## src/haptic_ctrl_pkg.sv

```systemverilog
// package: constants and carriers for haptic power, mode and fire control
package haptic_ctrl_pkg;

  // register offsets and field positions of the control group
  localparam logic [7:0] STATUS_OFFSET   = 8'h00;
  localparam logic [7:0] MODE_OFFSET     = 8'h01;
  localparam logic [7:0] SEQ_FIRST_OFF   = 8'h04;
  localparam logic [7:0] SEQ_LAST_OFF    = 8'h0B;
  localparam logic [7:0] FIRE_OFFSET     = 8'h0C;
  localparam logic [7:0] FIRE_WRITE_VAL  = 8'h01;
  localparam int         STANDBY_BIT_POS = 6;
  localparam int         RESET_BIT_POS   = 7;

  // values after reset
  localparam logic [2:0] MODE_RESET      = 3'h0;
  localparam logic       STANDBY_RESET   = 1'b1;
  localparam logic       N_PWM_RESET     = 1'b0;
  localparam logic       OL_RESET        = 1'b0;

  // cycles a soft reset holds the block in its default state
  localparam int         SOFT_RESET_CYCLES = 4;

  typedef enum logic [2:0] {
    MODE_INT_TRIG   = 3'h0,
    MODE_EDGE_TRIG  = 3'h1,
    MODE_LEVEL_TRIG = 3'h2,
    MODE_ANALOG_PWM = 3'h3,
    MODE_AUDIO_VIBE = 3'h4,
    MODE_REALTIME   = 3'h5,
    MODE_DIAG       = 3'h6,
    MODE_CALIB      = 3'h7
  } op_mode_t;

  typedef enum logic [1:0] {
    PWR_SHUTDOWN = 2'h0,
    PWR_STANDBY  = 2'h1,
    PWR_READY    = 2'h2,
    PWR_ACTIVE   = 2'h3
  } pwr_state_t;

  // register write strobe from the host interface
  typedef struct packed {
    logic       wr;
    logic [7:0] addr;
    logic [7:0] data;
  } reg_write_t;

  // process launch outputs
  typedef struct packed {
    logic playback;
    logic calib;
    logic diag;
    logic continuous;
  } launch_t;

  // decoded view of the mode field
  function automatic logic is_continuous(input logic [2:0] m);
    is_continuous = (m == MODE_ANALOG_PWM) || (m == MODE_AUDIO_VIBE) ||
                    (m == MODE_REALTIME);
  endfunction : is_continuous

  function automatic logic is_ext_trig(input logic [2:0] m);
    is_ext_trig = (m == MODE_EDGE_TRIG) || (m == MODE_LEVEL_TRIG);
  endfunction : is_ext_trig

endpackage : haptic_ctrl_pkg

```

## src/haptic_power_mode_fire_control.sv

```systemverilog
// power states, soft reset, mode decode and fire signal of a haptic driver
//
// Contract
// - regulator short keeps device dead; removal restores all defaults
// - brownout shuts down and resets; recovery comes back in default state
// - enable pin low is shutdown with registers kept; high allows operation
// - enable low: no register read or write; host keeps enable high
// - standby bit at 0x01 set after reset; standby keeps registers, access
// - setting standby stops any playback at once
// - clearing standby moves device to ready state
// - soft reset bit aborts playback, restores defaults, then clears itself
// - active processes start only on internal fire signal, not the bit
// - short before playback blocks it until mode field rewritten
// - mode field decodes eight modes; mode 3 split by pwm-not-analog bit
// - fire bit launches sequence, or calibration/diagnostics in those modes
// - internal mode: 0x01 to 0x0C sets fire bit until sequence ends
// - host clearing fire bit during playback cancels the remaining sequence
// - external trigger modes drive fire bit from trigger input
// - continuous modes assert internal fire but leave fire bit unchanged
// - open-loop mode toggles output at open-loop rate regardless of load
// - output short in playback sets overcurrent flag, cuts drive
// - short checking only while a process runs; idle shorts go unseen
// - edge mode: rising edge sets fire bit, another rising edge cancels
// - level mode: fire bit follows trigger pin, falling edge cancels
// - overcurrent and over-temperature flags readable in status at 0x00
//
// notes
// - pins pass two flops, so every pin effect lags by two cycles
// - a write in the cycle enable falls can still land, since the
//   enable level is seen two cycles late
// - set beats clear on the fire bit; a trigger edge is never lost
// - the short block is cleared by any control write, so a same-value
//   mode rewrite is enough to resume playback
// - the pwm-not-analog setting only picks the input path, which lives
//   outside this block; it does not change firing here
// - readback is forced to zero while enable is low, like a device
//   that acknowledges but transfers nothing
// - over-temperature is reported only; it does not stop playback here
// - soft reset holds the internal reset for a fixed number of cycles
// - open-loop ticks come from an outside divider as one-cycle pulses
`timescale 1ns/1ps
module haptic_power_mode_fire_control
  import haptic_ctrl_pkg::*;
(
  input  wire logic       sys_clk,          // 200 MHz system clock
  input  wire logic       rst_n,            // power-on reset, active low
  input  wire logic       brownout_det,     // brownout comparator, pin
  input  wire logic       reg_short_det,    // regulator short sense, pin
  input  wire logic       enable_pin,       // enable pin, high = operate
  input  wire logic       input_trigger_pin,// external trigger pin
  input  wire logic       out_short_det,    // output short sense, pin
  input  wire logic       over_temp_det,    // over-temperature sense, pin
  input  wire logic       seq_done,         // sequencer finished, pulse
  input  wire logic       proc_done,        // calib/diag finished, pulse
  input  wire logic       open_loop_tick,   // open-loop half-period pulse
  input  wire reg_write_t host_wr,          // host register write
  input  wire logic       n_pwm_analog_in,  // pwm-not-analog setting
  input  wire logic       open_loop_in,     // lra open-loop setting
  output logic [7:0]      status_rd,        // status byte for 0x00
  output logic [7:0]      mode_rd,          // control byte for 0x01
  output logic            fire_bit_rd,      // fire bit as seen at 0x0C
  output logic            fire_signal,      // internal fire signal
  output launch_t         launch,           // process launch lines
  output logic            drive_en,         // output stage enable
  output logic            drive_phase,      // output polarity
  output pwr_state_t      pwr_state,        // current power state
  output logic            output_overcurrent_flag // output short flag
);

  // synchronised pin levels
  logic bo_lvl, rs_lvl, en_lvl, sh_lvl, ot_lvl;
  logic trig_lvl, trig_rise;

  // trigger pin gets its own synchroniser for edge pulses
  trig_sync u_trig (
    .sys_clk  (sys_clk),
    .rst_n    (rst_n),
    .pin_in   (input_trigger_pin),
    .level_out(trig_lvl),
    .rise_out (trig_rise),
    .fall_out ()
  );

  // level pins share one bundle so they all see the same latency
  logic [4:0] meta_reg;
  logic [4:0] sync_reg;

  // plain two-flop synchronisers for the level inputs
  always_ff @(posedge sys_clk or negedge rst_n) begin
    if (!rst_n) begin
      meta_reg <= 5'h00;
      sync_reg <= 5'h00;
    end else begin
      meta_reg <= {brownout_det, reg_short_det, enable_pin,
                   out_short_det, over_temp_det};
      sync_reg <= meta_reg;
    end
  end
  assign {bo_lvl, rs_lvl, en_lvl, sh_lvl, ot_lvl} = sync_reg;

  // internal reset: faults hold it, soft reset stretches it
  logic [2:0] sreset_cnt_reg;
  logic       soft_req;
  logic       int_reset;
  logic       acc_ok;

  assign acc_ok    = en_lvl;

  // accepted host write to one offset; enable gates every access
  function automatic logic wr_hit(input logic [7:0] off);
    wr_hit = acc_ok && host_wr.wr && host_wr.addr == off;
  endfunction : wr_hit

  assign soft_req  = wr_hit(MODE_OFFSET) && host_wr.data[RESET_BIT_POS];
  assign int_reset = bo_lvl || rs_lvl || (sreset_cnt_reg != 3'h0);

  // soft reset counter; reloads if the host writes the bit again
  always_ff @(posedge sys_clk or negedge rst_n) begin
    if (!rst_n) begin
      sreset_cnt_reg <= 3'h0;
    end else if (soft_req) begin
      sreset_cnt_reg <= 3'(SOFT_RESET_CYCLES);
    end else if (sreset_cnt_reg != 3'h0) begin
      sreset_cnt_reg <= sreset_cnt_reg - 3'h1;
    end
  end

  // control register fields
  logic [2:0] mode_reg;
  logic       standby_reg;
  logic       mode_wr;

  assign mode_wr = wr_hit(MODE_OFFSET) && !host_wr.data[RESET_BIT_POS];

  // faults and soft reset win over any host write in the same cycle
  always_ff @(posedge sys_clk or negedge rst_n) begin
    if (!rst_n) begin
      mode_reg    <= MODE_RESET;
      standby_reg <= STANDBY_RESET;
    end else if (int_reset) begin
      mode_reg    <= MODE_RESET;
      standby_reg <= STANDBY_RESET;
    end else if (mode_wr) begin
      mode_reg    <= host_wr.data[2:0];
      standby_reg <= host_wr.data[STANDBY_BIT_POS];
    end
  end

  // power state: enable low is shutdown, registers untouched
  pwr_state_t state_next;
  logic       busy;

  // shutdown outranks standby, standby outranks activity
  always_comb begin
    if (!en_lvl || int_reset) begin
      state_next = PWR_SHUTDOWN;
    end else if (standby_reg) begin
      state_next = PWR_STANDBY;
    end else if (busy) begin
      state_next = PWR_ACTIVE;
    end else begin
      state_next = PWR_READY;
    end
  end

  // registered so the state output comes from a flop
  always_ff @(posedge sys_clk or negedge rst_n) begin
    if (!rst_n) begin
      pwr_state <= PWR_SHUTDOWN;
    end else begin
      pwr_state <= state_next;
    end
  end

  // running: enabled, awake and out of any reset
  logic running;
  assign running = en_lvl && !standby_reg && !int_reset;

  // fire bit: host writes, trigger pin and completion
  logic fire_reg;
  logic fire_wr;
  logic fire_set, fire_clr;

  assign fire_wr = wr_hit(FIRE_OFFSET);

  // per-mode set and clear terms for the fire bit
  always_comb begin
    fire_set = 1'b0;
    fire_clr = 1'b0;
    unique case (mode_reg)
      MODE_EDGE_TRIG: begin
        fire_set = trig_rise && !fire_reg;
        fire_clr = trig_rise && fire_reg;
      end
      MODE_LEVEL_TRIG: begin
        fire_set = trig_lvl;
        fire_clr = !trig_lvl;
      end
      MODE_ANALOG_PWM, MODE_AUDIO_VIBE, MODE_REALTIME: begin
        fire_set = 1'b0;
      end
      default: begin
        fire_set = fire_wr && host_wr.data == FIRE_WRITE_VAL;
      end
    endcase
    if (fire_wr && host_wr.data == 8'h00) begin
      fire_clr = 1'b1;
    end
    if ((seq_done || proc_done) && fire_reg) begin
      fire_clr = 1'b1;
    end
  end

  // set beats clear in the same cycle so a trigger is never lost
  always_ff @(posedge sys_clk or negedge rst_n) begin
    if (!rst_n) begin
      fire_reg <= 1'b0;
    end else if (int_reset || standby_reg) begin
      fire_reg <= 1'b0;
    end else if (fire_set) begin
      fire_reg <= 1'b1;
    end else if (fire_clr) begin
      fire_reg <= 1'b0;
    end
  end

  // short bookkeeping: latched flag and playback block
  logic sc_block_reg;
  assign busy = running && (fire_reg || is_continuous(mode_reg));

  // flag clears once the short is gone, whatever the state, or on any internal reset
  always_ff @(posedge sys_clk or negedge rst_n) begin
    if (!rst_n) begin
      output_overcurrent_flag <= 1'b0;
    end else if (int_reset) begin
      output_overcurrent_flag <= 1'b0;
    end else if (busy && sh_lvl) begin
      output_overcurrent_flag <= 1'b1;
    end else if (!sh_lvl) begin
      output_overcurrent_flag <= 1'b0;
    end
  end

  // short first seen while a process runs, at its start or mid-run, blocks playback until a mode rewrite
  always_ff @(posedge sys_clk or negedge rst_n) begin
    if (!rst_n) begin
      sc_block_reg <= 1'b0;
    end else if (int_reset || mode_wr) begin
      sc_block_reg <= 1'b0;
    end else if (busy && sh_lvl && !output_overcurrent_flag) begin
      sc_block_reg <= 1'b1;
    end
  end

  // internal fire and process launches
  // a blocked playback keeps its fire bit but never fires
  logic fire_next;
  assign fire_next = running && !sc_block_reg &&
                     (fire_reg || is_continuous(mode_reg));

  // launches follow fire in the same cycle; each is a registered level
  always_ff @(posedge sys_clk or negedge rst_n) begin
    if (!rst_n) begin
      fire_signal <= 1'b0;
      launch      <= '0;
    end else begin
      fire_signal         <= fire_next;
      launch.playback     <= fire_next && !is_continuous(mode_reg) &&
                             mode_reg != MODE_CALIB &&
                             mode_reg != MODE_DIAG;
      launch.calib        <= fire_next && mode_reg == MODE_CALIB;
      launch.diag         <= fire_next && mode_reg == MODE_DIAG;
      launch.continuous   <= fire_next && is_continuous(mode_reg);
    end
  end

  // drive stage: off on short, toggles on open-loop tick
  always_ff @(posedge sys_clk or negedge rst_n) begin
    if (!rst_n) begin
      drive_en    <= 1'b0;
      drive_phase <= 1'b0;
    end else begin
      drive_en <= fire_next && !sh_lvl;
      // phase restarts at zero on every new launch
      if (!fire_next) begin
        drive_phase <= 1'b0;
      end else if (open_loop_in && open_loop_tick) begin
        drive_phase <= ~drive_phase;
      end
    end
  end

  // readback; zero while enable is low since no read is possible
  always_ff @(posedge sys_clk or negedge rst_n) begin
    if (!rst_n) begin
      status_rd   <= 8'h00;
      mode_rd     <= 8'h00;
      fire_bit_rd <= 1'b0;
    end else begin
      status_rd   <= acc_ok ? {6'h00, output_overcurrent_flag, ot_lvl}
                            : 8'h00;
      mode_rd     <= acc_ok ? {1'b0, standby_reg, 3'h0, mode_reg} : 8'h00;
      fire_bit_rd <= acc_ok && fire_reg;
    end
  end

endmodule : haptic_power_mode_fire_control

```

## src/trig_sync.sv

```systemverilog
// two-stage synchroniser with rising and falling edge pulses
`timescale 1ns/1ps
module trig_sync (
  input  wire logic sys_clk,    // system clock
  input  wire logic rst_n,      // async reset, active low
  input  wire logic pin_in,     // raw pin level
  output logic      level_out,  // synchronised level
  output logic      rise_out,   // one-cycle rising edge
  output logic      fall_out    // one-cycle falling edge
);

  logic meta_reg;
  logic sync_reg;
  logic prev_reg;

  // first stage feeds only the second; edges look at later stages
  always_ff @(posedge sys_clk or negedge rst_n) begin
    if (!rst_n) begin
      meta_reg <= 1'b0;
      sync_reg <= 1'b0;
      prev_reg <= 1'b0;
    end else begin
      meta_reg <= pin_in;
      sync_reg <= meta_reg;
      prev_reg <= sync_reg;
    end
  end

  assign level_out = sync_reg;
  assign rise_out  = sync_reg & ~prev_reg;
  assign fall_out  = ~sync_reg & prev_reg;

endmodule : trig_sync
```

## config.mk

```make
export PLATFORM = sky130hd
export DESIGN_NAME = haptic_power_mode_fire_control
export DESIGN_NICKNAME = d
export VERILOG_FILES = /design/src/haptic_ctrl_pkg.sv /design/src/haptic_power_mode_fire_control.sv /design/src/trig_sync.sv
export SDC_FILE = /design/constraint.sdc
export NUM_CORES = 1
export LEC_CHECK = 0
export BUFFER_PORTS_ARGS = -buffer_cell sky130_fd_sc_hd__buf_2
export CORE_ASPECT_RATIO = 2
export CORE_MARGIN = 1.5
export CORE_UTILIZATION = 39
export CTS_CLUSTER_DIAMETER = 120
export CTS_CLUSTER_SIZE = 25
export DETAILED_ROUTE_END_ITERATION = 10
export MAX_ROUTING_LAYER = met4
export PLACE_DENSITY = 0.64
export SYNTH_ARGS = -nofsm -noshare
export SYNTH_HDL_FRONTEND = slang
export SYNTH_SLANG_ARGS = --single-unit
```

## constraint.sdc

```tcl
create_clock -name sys_clk -period 1.9 [get_ports sys_clk]
set_clock_uncertainty 0.15 [all_clocks]
set_input_delay 0.19 -clock sys_clk [delete_from_list [all_inputs] [get_ports sys_clk]]
set_output_delay 0.19 -clock sys_clk [all_outputs]
set_load 0.005 [all_outputs]
```

==> metrics.md, run 1 <==
| Metric | Value |
|---|---|
| Core ar. | `0.00388 mm^2` |
| Num CTS Buffers | `5` |
| #FFs+latches synth | `39` |
| Max VDD drop | `731 uV` |
| Root Driver | `clkbuf_8` |
| Most frequent cell after synthesis | `dfrtp_1` |
| Synthesized area per cell | `12.5 um^2` |
| Sw frac | `23.8%` |
| Final Worst Setup Slack | `-119 ps` |
| Clk network pwr share | `35.2%` |
| Site row count | `32` |
| Reg-to-reg slack, setup | `-120 ps` |
| Layout cells sized above 1 | `42.8%` |
| Sequential share of power | `46.1%` |
| Max Cap Viol | `0` |
| Final critical-path required period | `2020 ps` |
| Sequential element share of the synthesized area | `60.9%` |
| Grt total ovfl | `0` |
| Reg clk slew, reported paths | `70 ps` |
| # port buffers | `45` |
| Worst-Skew Late Latency | `290 ps` |
| Yosys top cell area share | `59.2%` |
| Final core utilization | `56.9%` |
| GRT Util Overall | `15.7%` |
| Reg2Reg Depth | `7` |
| CP Class | `reg2reg` |
| Vias per Instance | `4.69` |
| Number of global-route vias before repair | `1175` |
| Min-delay src | `host_wr[7]` |
| Worst slew pin tran | `588 ps` |
| Initial antenna violation count | `0` |
| FILL cells | `354` |
| Worst Hold Depth | `2` |
| Critical Path RT | `1980 ps` |
| Chip Width | `48.4 um` |
| Post-DP HPWL | `2370 um` |
| Final period util | `106%` |
| Routed vias | `1181` |
| CTS sink cnt | `39` |
| Mapped Area | `0.00161 mm^2` |
| Top post-synthesis cells by count | `dfrtp_1, buf_4, nor2_1, nand2_1, and2_1` |
| RR Endpoint | `launch[0]` |
| Asr flop ratio synth | `100%` |
| Crit Path Max Fanout | `3` |
| Worst Hold Class | `in2reg` |
| Global-route wire length before repair | `5120 um` |
| Reg area | `977 um^2` |
| Crit path DAT | `2100 ps` |
| Startpoint Class | `register` |
| Combinational fraction of design power | `18.7%` |
| Die height | `93.7 um` |
| NetSw | `0.475 mW` |
| GP Congestion | `0.752` |
| Largest net degree at the start of global routing | `21` |
| DR DRC count | `0` |
| Syn. warnings | `0` |
| Worst hold slack | `6.89 ps` |
| # diodes | `0` |
| Slew HR | `59.7%` |
| Post-synth EDFFs | `0` |
| Die area | `0.00453 mm^2` |
| Area of the multi-input gates | `598 um^2` |
| Drt first-iter violations | `3` |
| Largest cells by area after synthesis | `dfrtp_1, buf_4, mux2i_1` |
| # IOs | `57` |
| TritonCTS clock tree | `built` |
| Number of H-tree levels | `2` |
| Design Power | `1.99 mW` |
| Final wirelength | `3180 um` |
| DR WL/cell | `12.6 um` |
| P_leak | `1.07 nW` |
| R2r startpoint | `sreset_cnt_reg[0]` |
| Setup tns final | `-360 ps` |
| Pwr dens | `902 mW/mm^2` |
| FMAX | `495 MHz` |
| Dpl cells | `235` |
| Failing checks | `negative setup slack` |
| Main flop type after synthesis | `dfrtp_1` |
| CTS max path bufs | `2` |
| RSZ-0062 raised after global routing | `true` |
| Unique masters post-synth | `39` |
| Crit. End Element | `register` |
| Pint | `1.52 mW` |
| First-pass detailed-route iteration total | `3` |
| Finished Layout Cells | `252` |
| Hold path endpoint | `sreset_cnt_reg[0]` |
| Final Max Slew Viols | `0` |
| Area leader, netlist | `dfrtp_1` |
| Status | `complete, but fails checks` |
| Final setup fails | `5` |
| Final net count | `232` |
| Starting density of the core | `41.3%` |
| Final Hold Fails | `0` |
| Antenna-violating nets left | `0` |
| Layout area overhead | `37.7%` |
| Syn Inst Count | `128` |
[worst max-delay path, cell delays in order, from the launching register on]
cell and delay (ps):
dfrtp_1 400, inv_2 90, ha_4 130, or4b_4 480
nor3b_4 290, buf_4 170, buf_6 80, and3_4 170
[through the flow]
| step | setup WS [ps] | area [um^2] |
|---|---|---|
| 6_report | -119 | 2210 |
| 5_1_grt | -174 | 2210 |
| 4_1_cts | -103 | 2200 |
| 3_5_place_dp | -128 | 1960 |
| 3_3_place_gp | -41.8 | 1960 |
| 2_1_floorplan | -121 | 1640 |
[logic make-up after synthesis]
logic type	synth area share, %
and+or+nand+nor	18.6
buffers and inverters	7.01
adders and majority gates	1.56
other	0.234
muxes	3.74
DFF	60.9
xor gates and xnor gates	1.09
AOI/OAI and AO/OA	6.94
[per-layer routing]
metal / up-vias / wire [um] / track usage [%]
li1: 561 / - / -
met1: 581 / 997 / 13.1
met2: 32 / 1990 / 31.4
met3: 7 / 124 / 3.34
met4: 0 / 74 / 7.86
met5: - / 0 / -
[worst max path at each step]
stage | startpoint | endpoint | slack, ps
2_1_floorplan | sreset_cnt_reg[0] | sc_block_reg | -120
3_3_place_gp | sreset_cnt_reg[0] | launch[3] | -40
3_5_place_dp | sreset_cnt_reg[0] | launch[3] | -130
4_1_cts | sreset_cnt_reg[0] | launch[0] | -100
5_1_grt | sreset_cnt_reg[0] | launch[0] | -170
6_report | sreset_cnt_reg[0] | launch[0] | -120
[final cells by class]
| cell class | count | area share [%] |
|---|---|---|
| clock buffers | 6 | 3.74 |
| clock inverters | 2 | 1.58 |
| inverters | 6 | 1.02 |
| multi-input cells | 80 | 27.1 |
| flip-flops and latches | 39 | 44.2 |
| well taps | 51 | 2.89 |
| repair buffers | 68 | 19.5 |
[layout by cell type (no fill, tap or decap), drive strengths merged]
master and n:
nor3b 2, or3 1, nor3 4, inv 6, dfrtp 38, nand3 1
buf 61, nor4 3, bufinv 1, or4b 2, clkbuf 6, nor2 9
xor2 1, nor4b 1, a211o 1, ha 2, conb 10, nand2 8
or2 1, o311a 2, a2111oi 1, o2111ai 1, and2 7, nand2b 3
mux2i 6, dfstp 1, xnor2 1, clkinv 1, nand3b 1, a221oi 1
or3b 1, o21ai 1, a211oi 1, dlygate4sd3 7, a21oi 4, nor4bb 1
o211ai 1, or4 1, and3 1
[power by group through the flow]
stage / clock network (mW) / logic, mW / registers [mW]
2_1_floorplan: 0 / 0.166 / 0.922
3_3_place_gp: 0 / 0.281 / 0.923
3_5_place_dp: 0 / 0.303 / 0.928
4_1_cts: 0.719 / 0.358 / 0.916
5_1_grt: 0.754 / 0.412 / 0.924
6_report: 0.702 / 0.373 / 0.919
[repair_timing]
action / in CTS / in global routing
buffers inserted: 1 / 1
hold buffers: 7 / 0
resized for setup: 11 / 2
hold endpoints to repair: 24 / 0
pin swaps: 6 / 4
endpoints found under the setup margin: 8 / 11
Note: power is estimated with default switching activity, not from simulation.
==> run 2: changes to the inputs <==
--- a/config.mk
+++ b/config.mk
@@ -8,12 +8,13 @@
 export BUFFER_PORTS_ARGS = -buffer_cell sky130_fd_sc_hd__buf_2
 export CORE_ASPECT_RATIO = 2
 export CORE_MARGIN = 1.5
-export CORE_UTILIZATION = 39
+export CORE_UTILIZATION = 46
+export CTS_BUF_LIST = sky130_fd_sc_hd__clkbuf_2 sky130_fd_sc_hd__clkbuf_4 sky130_fd_sc_hd__clkbuf_8
 export CTS_CLUSTER_DIAMETER = 120
 export CTS_CLUSTER_SIZE = 25
 export DETAILED_ROUTE_END_ITERATION = 10
 export MAX_ROUTING_LAYER = met4
-export PLACE_DENSITY = 0.64
+export PLACE_DENSITY = 0.74
 export SYNTH_ARGS = -nofsm -noshare
 export SYNTH_HDL_FRONTEND = slang
 export SYNTH_SLANG_ARGS = --single-unit
==> metrics.md, run 2 (same netlist as run 1, synthesis figures left out) <==
| Metric | Value |
|---|---|
| Status | `complete, but fails checks` |
| Failing checks | `negative setup slack` |
| GP Congestion | `0.811` |
| Site row count | `30` |
| Worst-Skew Late Latency | `280 ps` |
| CP Launch Point | `sreset_cnt_reg[0]` |
| Antenna-violating nets left | `0` |
| RSZ-0062 raised after global routing | `true` |
| Die area | `0.00387 mm^2` |
| CP endpoint | `launch[2]` |
| Most frequent cells in the layout | `buf_2, dfrtp_1, buf_4, conb_1, nor2_1` |
| Worst Hold Class | `in2reg` |
| CP max-delay cell | `or4b_4` |
| Area of the multi-input gates | `598 um^2` |
| Finished Layout Cells | `235` |
| R2r startpoint | `sreset_cnt_reg[0]` |
| Die height | `86.5 um` |
| Min-delay src | `host_wr[1]` |
| Grt total ovfl | `0` |
| GRT Util Overall | `18.1%` |
| # IOs | `57` |
| Final Max Slew Viols | `0` |
| FILL cells | `288` |
| Reg2Reg Depth | `6` |
| Slowest stage delay, CP | `480 ps` |
| Pwr dens | `882 mW/mm^2` |
| Global-route wire length before repair | `5000 um` |
| DR WL/cell | `13.0 um` |
| Number of global-route vias before repair | `1215` |
| Final net count | `234` |
| Layout cells sized above 1 | `43.3%` |
| Root Driver | `clkbuf_8` |
| Slew HR | `61.4%` |
| Reg area | `977 um^2` |
| Commonest non-fill, non-tap cell in the layout | `buf_2` |
| Dpl cells | `215` |
| Worst path cell trace | `inv_2, ha_4, or4b_4, nor3b_4, o211ai_4, nor3_2` |
| TritonCTS clock tree | `built` |
| Startpoint Class | `register` |
| Drt first-iter violations | `6` |
| Post-DP HPWL | `2230 um` |
| Reg clk slew, reported paths | `70 ps` |
| Final critical-path required period | `1990 ps` |
| FMAX | `503 MHz` |
| Number of H-tree levels | `2` |
| Final Hold Fails | `0` |
| Largest net degree at the start of global routing | `40` |
| Starting density of the core | `47.5%` |
| Routed vias | `1174` |
| CP Class | `reg2reg` |
| Initial antenna violation count | `0` |
| Crit. End Element | `register` |
| First-pass detailed-route iteration total | `4` |
| Vias per Instance | `5.00` |
| Crit Path Max Fanout | `6` |
| DR DRC count | `0` |
| Max Cap Viol | `0` |
| Chip Width | `44.8 um` |
| Layout area overhead | `34.8%` |
| Final Worst Setup Slack | `-86.1 ps` |
| Worst slew pin tran | `562 ps` |
| Critical Path RT | `1950 ps` |
| Final wirelength | `3060 um` |
| Crit. path cell count | `6` |
| Design Power | `1.91 mW` |
| Top delay family on crit path | `simple AND/OR/NAND/NOR gates` |
| Setup tns final | `-341 ps` |
| CP bufs+invs | `1` |
| RR Endpoint | `launch[2]` |
| Core ar. | `0.00338 mm^2` |
| P_leak | `1.07 nW` |
| Max VDD drop | `628 uV` |
| Crit path DAT | `2030 ps` |
| CTS sink cnt | `39` |
| Final period util | `105%` |
| # diodes | `0` |
| CTS max path bufs | `2` |
| Final setup fails | `6` |
| # port buffers | `45` |
| Final core utilization | `64.0%` |
| Reg-to-reg slack, setup | `-90 ps` |
| Num CTS Buffers | `5` |
[run 2: power by group]
part | total [mW] | internal [mW] | switching, mW
logic | 0.430 | 0.247 | 0.182
clock network | 0.561 | 0.307 | 0.254
registers | 0.918 | 0.883 | 0.0342
total | 1.91 | 1.44 | 0.471
[run 2: final cells by class]
type                            count  share of cell area (%)
Clock buffer                        7                    4.16
Timing Repair Buffer               70                    19.9
Sequential cell                    39                    45.2
Tap cell                           32                    1.85
Multi-Input combinational cell     80                    27.6
Clock inverter                      1                   0.231
Inverter                            6                    1.04
[run 2: worst min path at each step]
stage	endpoint	slack, ps	depth (start not counted)
after detailed placement	status_rd[0]	120	2
final	mode_reg[1]	20	3
after CTS	standby_reg	6	3
after global placement	status_rd[1]	100	2
after global routing	sreset_cnt_reg[0]	30	2
after floorplan	drive_en	-260	0
[run 2: per-stage QoR]
step	hold WS, ps	setup WS (ps)	instance area (um^2)
global placement	104	-43.0	1910
finish	19.4	-86.1	2160
global route	33.2	-180	2160
detailed placement	117	-127	1910
floorplan	-256	-121	1640
CTS	5.88	-79.1	2140
[run 2: repair_timing]
item,CTS,global route
gates cloned,0,0
hold buffers,7,0
gates resized for setup,10,1
hold endpoints to repair,44,0
setup buffers,2,3
pin swaps,5,4
setup endpoints to repair,9,10
[run 2: tightest hold or removal path: stages]
cell and delay, ps:
buf_2 80, mux2i_1 60, nor2_1 80
[run 2: metal layers]
metal  wire (um)  vias to the layer above  GRT usage, %
met3         117                        9          3.13
li1            -                      565             -
met5           0                        -             -
met1        1020                      561          16.4
met2        1840                       39          33.1
met4          84                        0          10.2
==> run 3: changes to the inputs <==
--- a/config.mk
+++ b/config.mk
@@ -17,4 +17,5 @@
 export PLACE_DENSITY = 0.74
 export SYNTH_ARGS = -nofsm -noshare
 export SYNTH_HDL_FRONTEND = slang
+export SYNTH_HIERARCHICAL = 1
 export SYNTH_SLANG_ARGS = --single-unit
==> metrics.md, run 3 <==
| Metric | Value |
|---|---|
| P_leak | `1.06 nW` |
| CTS sink cnt | `39` |
| GRT Util Overall | `18.7%` |
| Worst-Skew Late Latency | `280 ps` |
| Drt first-iter violations | `23` |
| # diodes | `0` |
| Final Worst Setup Slack | `-174 ps` |
| Syn. warnings | `6` |
| Cell Area, Placed | `0.00187 mm^2` |
| Number of global-route vias before repair | `1198` |
| FMAX | `482 MHz` |
| Site row count | `29` |
| CP Class | `reg2reg` |
| Final Max Slew Viols | `0` |
| Grt total ovfl | `0` |
| RSZ-0062 raised after global routing | `true` |
| Final net count | `228` |
| Failing checks | `design-rule violations, negative setup slack` |
| Worst slew pin tran | `604 ps` |
| Syn Inst Count | `125` |
| Slew HR | `58.6%` |
| Final wirelength | `3330 um` |
| Mapped Area | `0.00158 mm^2` |
| Most frequent cells in the layout | `buf_2, dfrtp_1, buf_4, conb_1, nor2_1` |
| FILL cells | `248` |
| Num CTS Buffers | `5` |
| Startpoint Class | `register` |
| Cell area after layout | `0.00216 mm^2` |
| Initial antenna violation count | `0` |
| Final setup fails | `9` |
| TritonCTS clock tree | `built` |
| Layout cells sized above 1 | `42.6%` |
| GP Congestion | `0.777` |
| Antenna-violating nets left | `0` |
| Crit Path Max Fanout | `3` |
| Root Driver | `clkbuf_8` |
| Status | `complete, but fails checks` |
| Layout area overhead | `37.0%` |
| Reg clk slew, reported paths | `70 ps` |
| Routed vias | `1189` |
| Post-DP HPWL | `2280 um` |
| Crit. End Element | `register` |
| Max Cap Viol | `0` |
| Chip Width | `44.4 um` |
| Number of H-tree levels | `2` |
| Pwr dens | `927 mW/mm^2` |
| # IOs | `57` |
| DR DRC count | `5` |
| CTS max path bufs | `2` |
| Crit path DAT | `2120 ps` |
| First-pass detailed-route iteration total | `7` |
| Critical Path RT | `1950 ps` |
| Worst Hold Class | `in2reg` |
| Global-route wire length before repair | `5060 um` |
| Final Hold Fails | `0` |
| Die height | `85.8 um` |
| Largest net degree at the start of global routing | `19` |
| DR WL/cell | `14.6 um` |
| Commonest non-fill, non-tap cell in the layout | `buf_2` |
| Final critical-path required period | `2070 ps` |
| Vias per Instance | `5.21` |
| Die area | `0.00381 mm^2` |
| Core ar. | `0.00323 mm^2` |
| Final period util | `109%` |
| Worst slack, placed | `-138 ps` |
| Starting density of the core | `48.8%` |
| # port buffers | `45` |
| Max VDD drop | `733 uV` |
| Synthesized area per cell | `12.6 um^2` |
==> run 3: what timing repair did <==
| action | CTS | global route |
|---|---|---|
| resized for setup | 10 | 4 |
| cloned | 0 | 0 |
| hold buffers | 7 | 0 |
| pin swaps | 7 | 6 |
| setup endpoints to repair | 9 | 10 |
| endpoints found under the hold margin | 22 | 0 |
| buffers inserted | 3 | 2 |
==> run 3: final timing paths <==
path / from / end / slack [ps] / cells past startpoint
max: sreset_cnt_reg[0] / sc_block_reg / -170 / 6
min: host_wr[6] / standby_reg / 20 / 3
max reg2reg: sreset_cnt_reg[0] / sc_block_reg / -170 / 6
min reg2reg: meta_reg[1] / sync_reg[1] / 200 / 0
max in group asynchronous: rst_n / standby_reg / 820 / 3
min in group asynchronous: rst_n / mode_reg[0] / 210 / 2
==> run 3: stage by stage <==
step	total power, mW	hold WS [ps]	util, %	std cells	TNS (ps)
after CTS	1.99	10.0	65.5	226	-192
after floorplan	1.08	-256	-	134	-363
after global placement	1.19	-27.6	57.8	208	-135
final	2.00	20.7	66.9	228	-656
after detailed placement	1.21	-18.0	57.8	208	-493
after global routing	2.11	16.7	66.9	228	-1080
==> run 3: worst max-delay path, stage by stage (launching register included) <==
cell and delay (ps):
dfrtp_1 390, inv_2 90, ha_4 130, or4b_4 490, nor3b_4 310, o2111ai_2 190
a211oi_2 240
==> run 3: layer usage <==
| layer | wire length [um] | vias to the layer above | track usage (%) |
|---|---|---|---|
| li1 | - | 549 | - |
| met1 | 1100 | 585 | 16.8 |
| met2 | 2010 | 47 | 34.6 |
| met3 | 150 | 8 | 4.00 |
| met4 | 67 | 0 | 9.09 |
| met5 | 0 | - | - |
==> run 3: where the power goes <==
group | internal, mW | switching, mW
clock | 0.424 | 0.260
combinational | 0.226 | 0.174
sequential | 0.883 | 0.0356
total | 1.53 | 0.469
==> run 3: area by class of cell <==
type	instances	area, um^2	area share [%]
Timing Repair Buffer	67	408	18.9
Sequential cell	39	977	45.2
Clock inverter	2	35.0	1.62
Tap cell	31	38.8	1.80
Multi-Input combinational cell	77	596	27.6
Inverter	6	22.5	1.04
Clock buffer	6	82.6	3.82
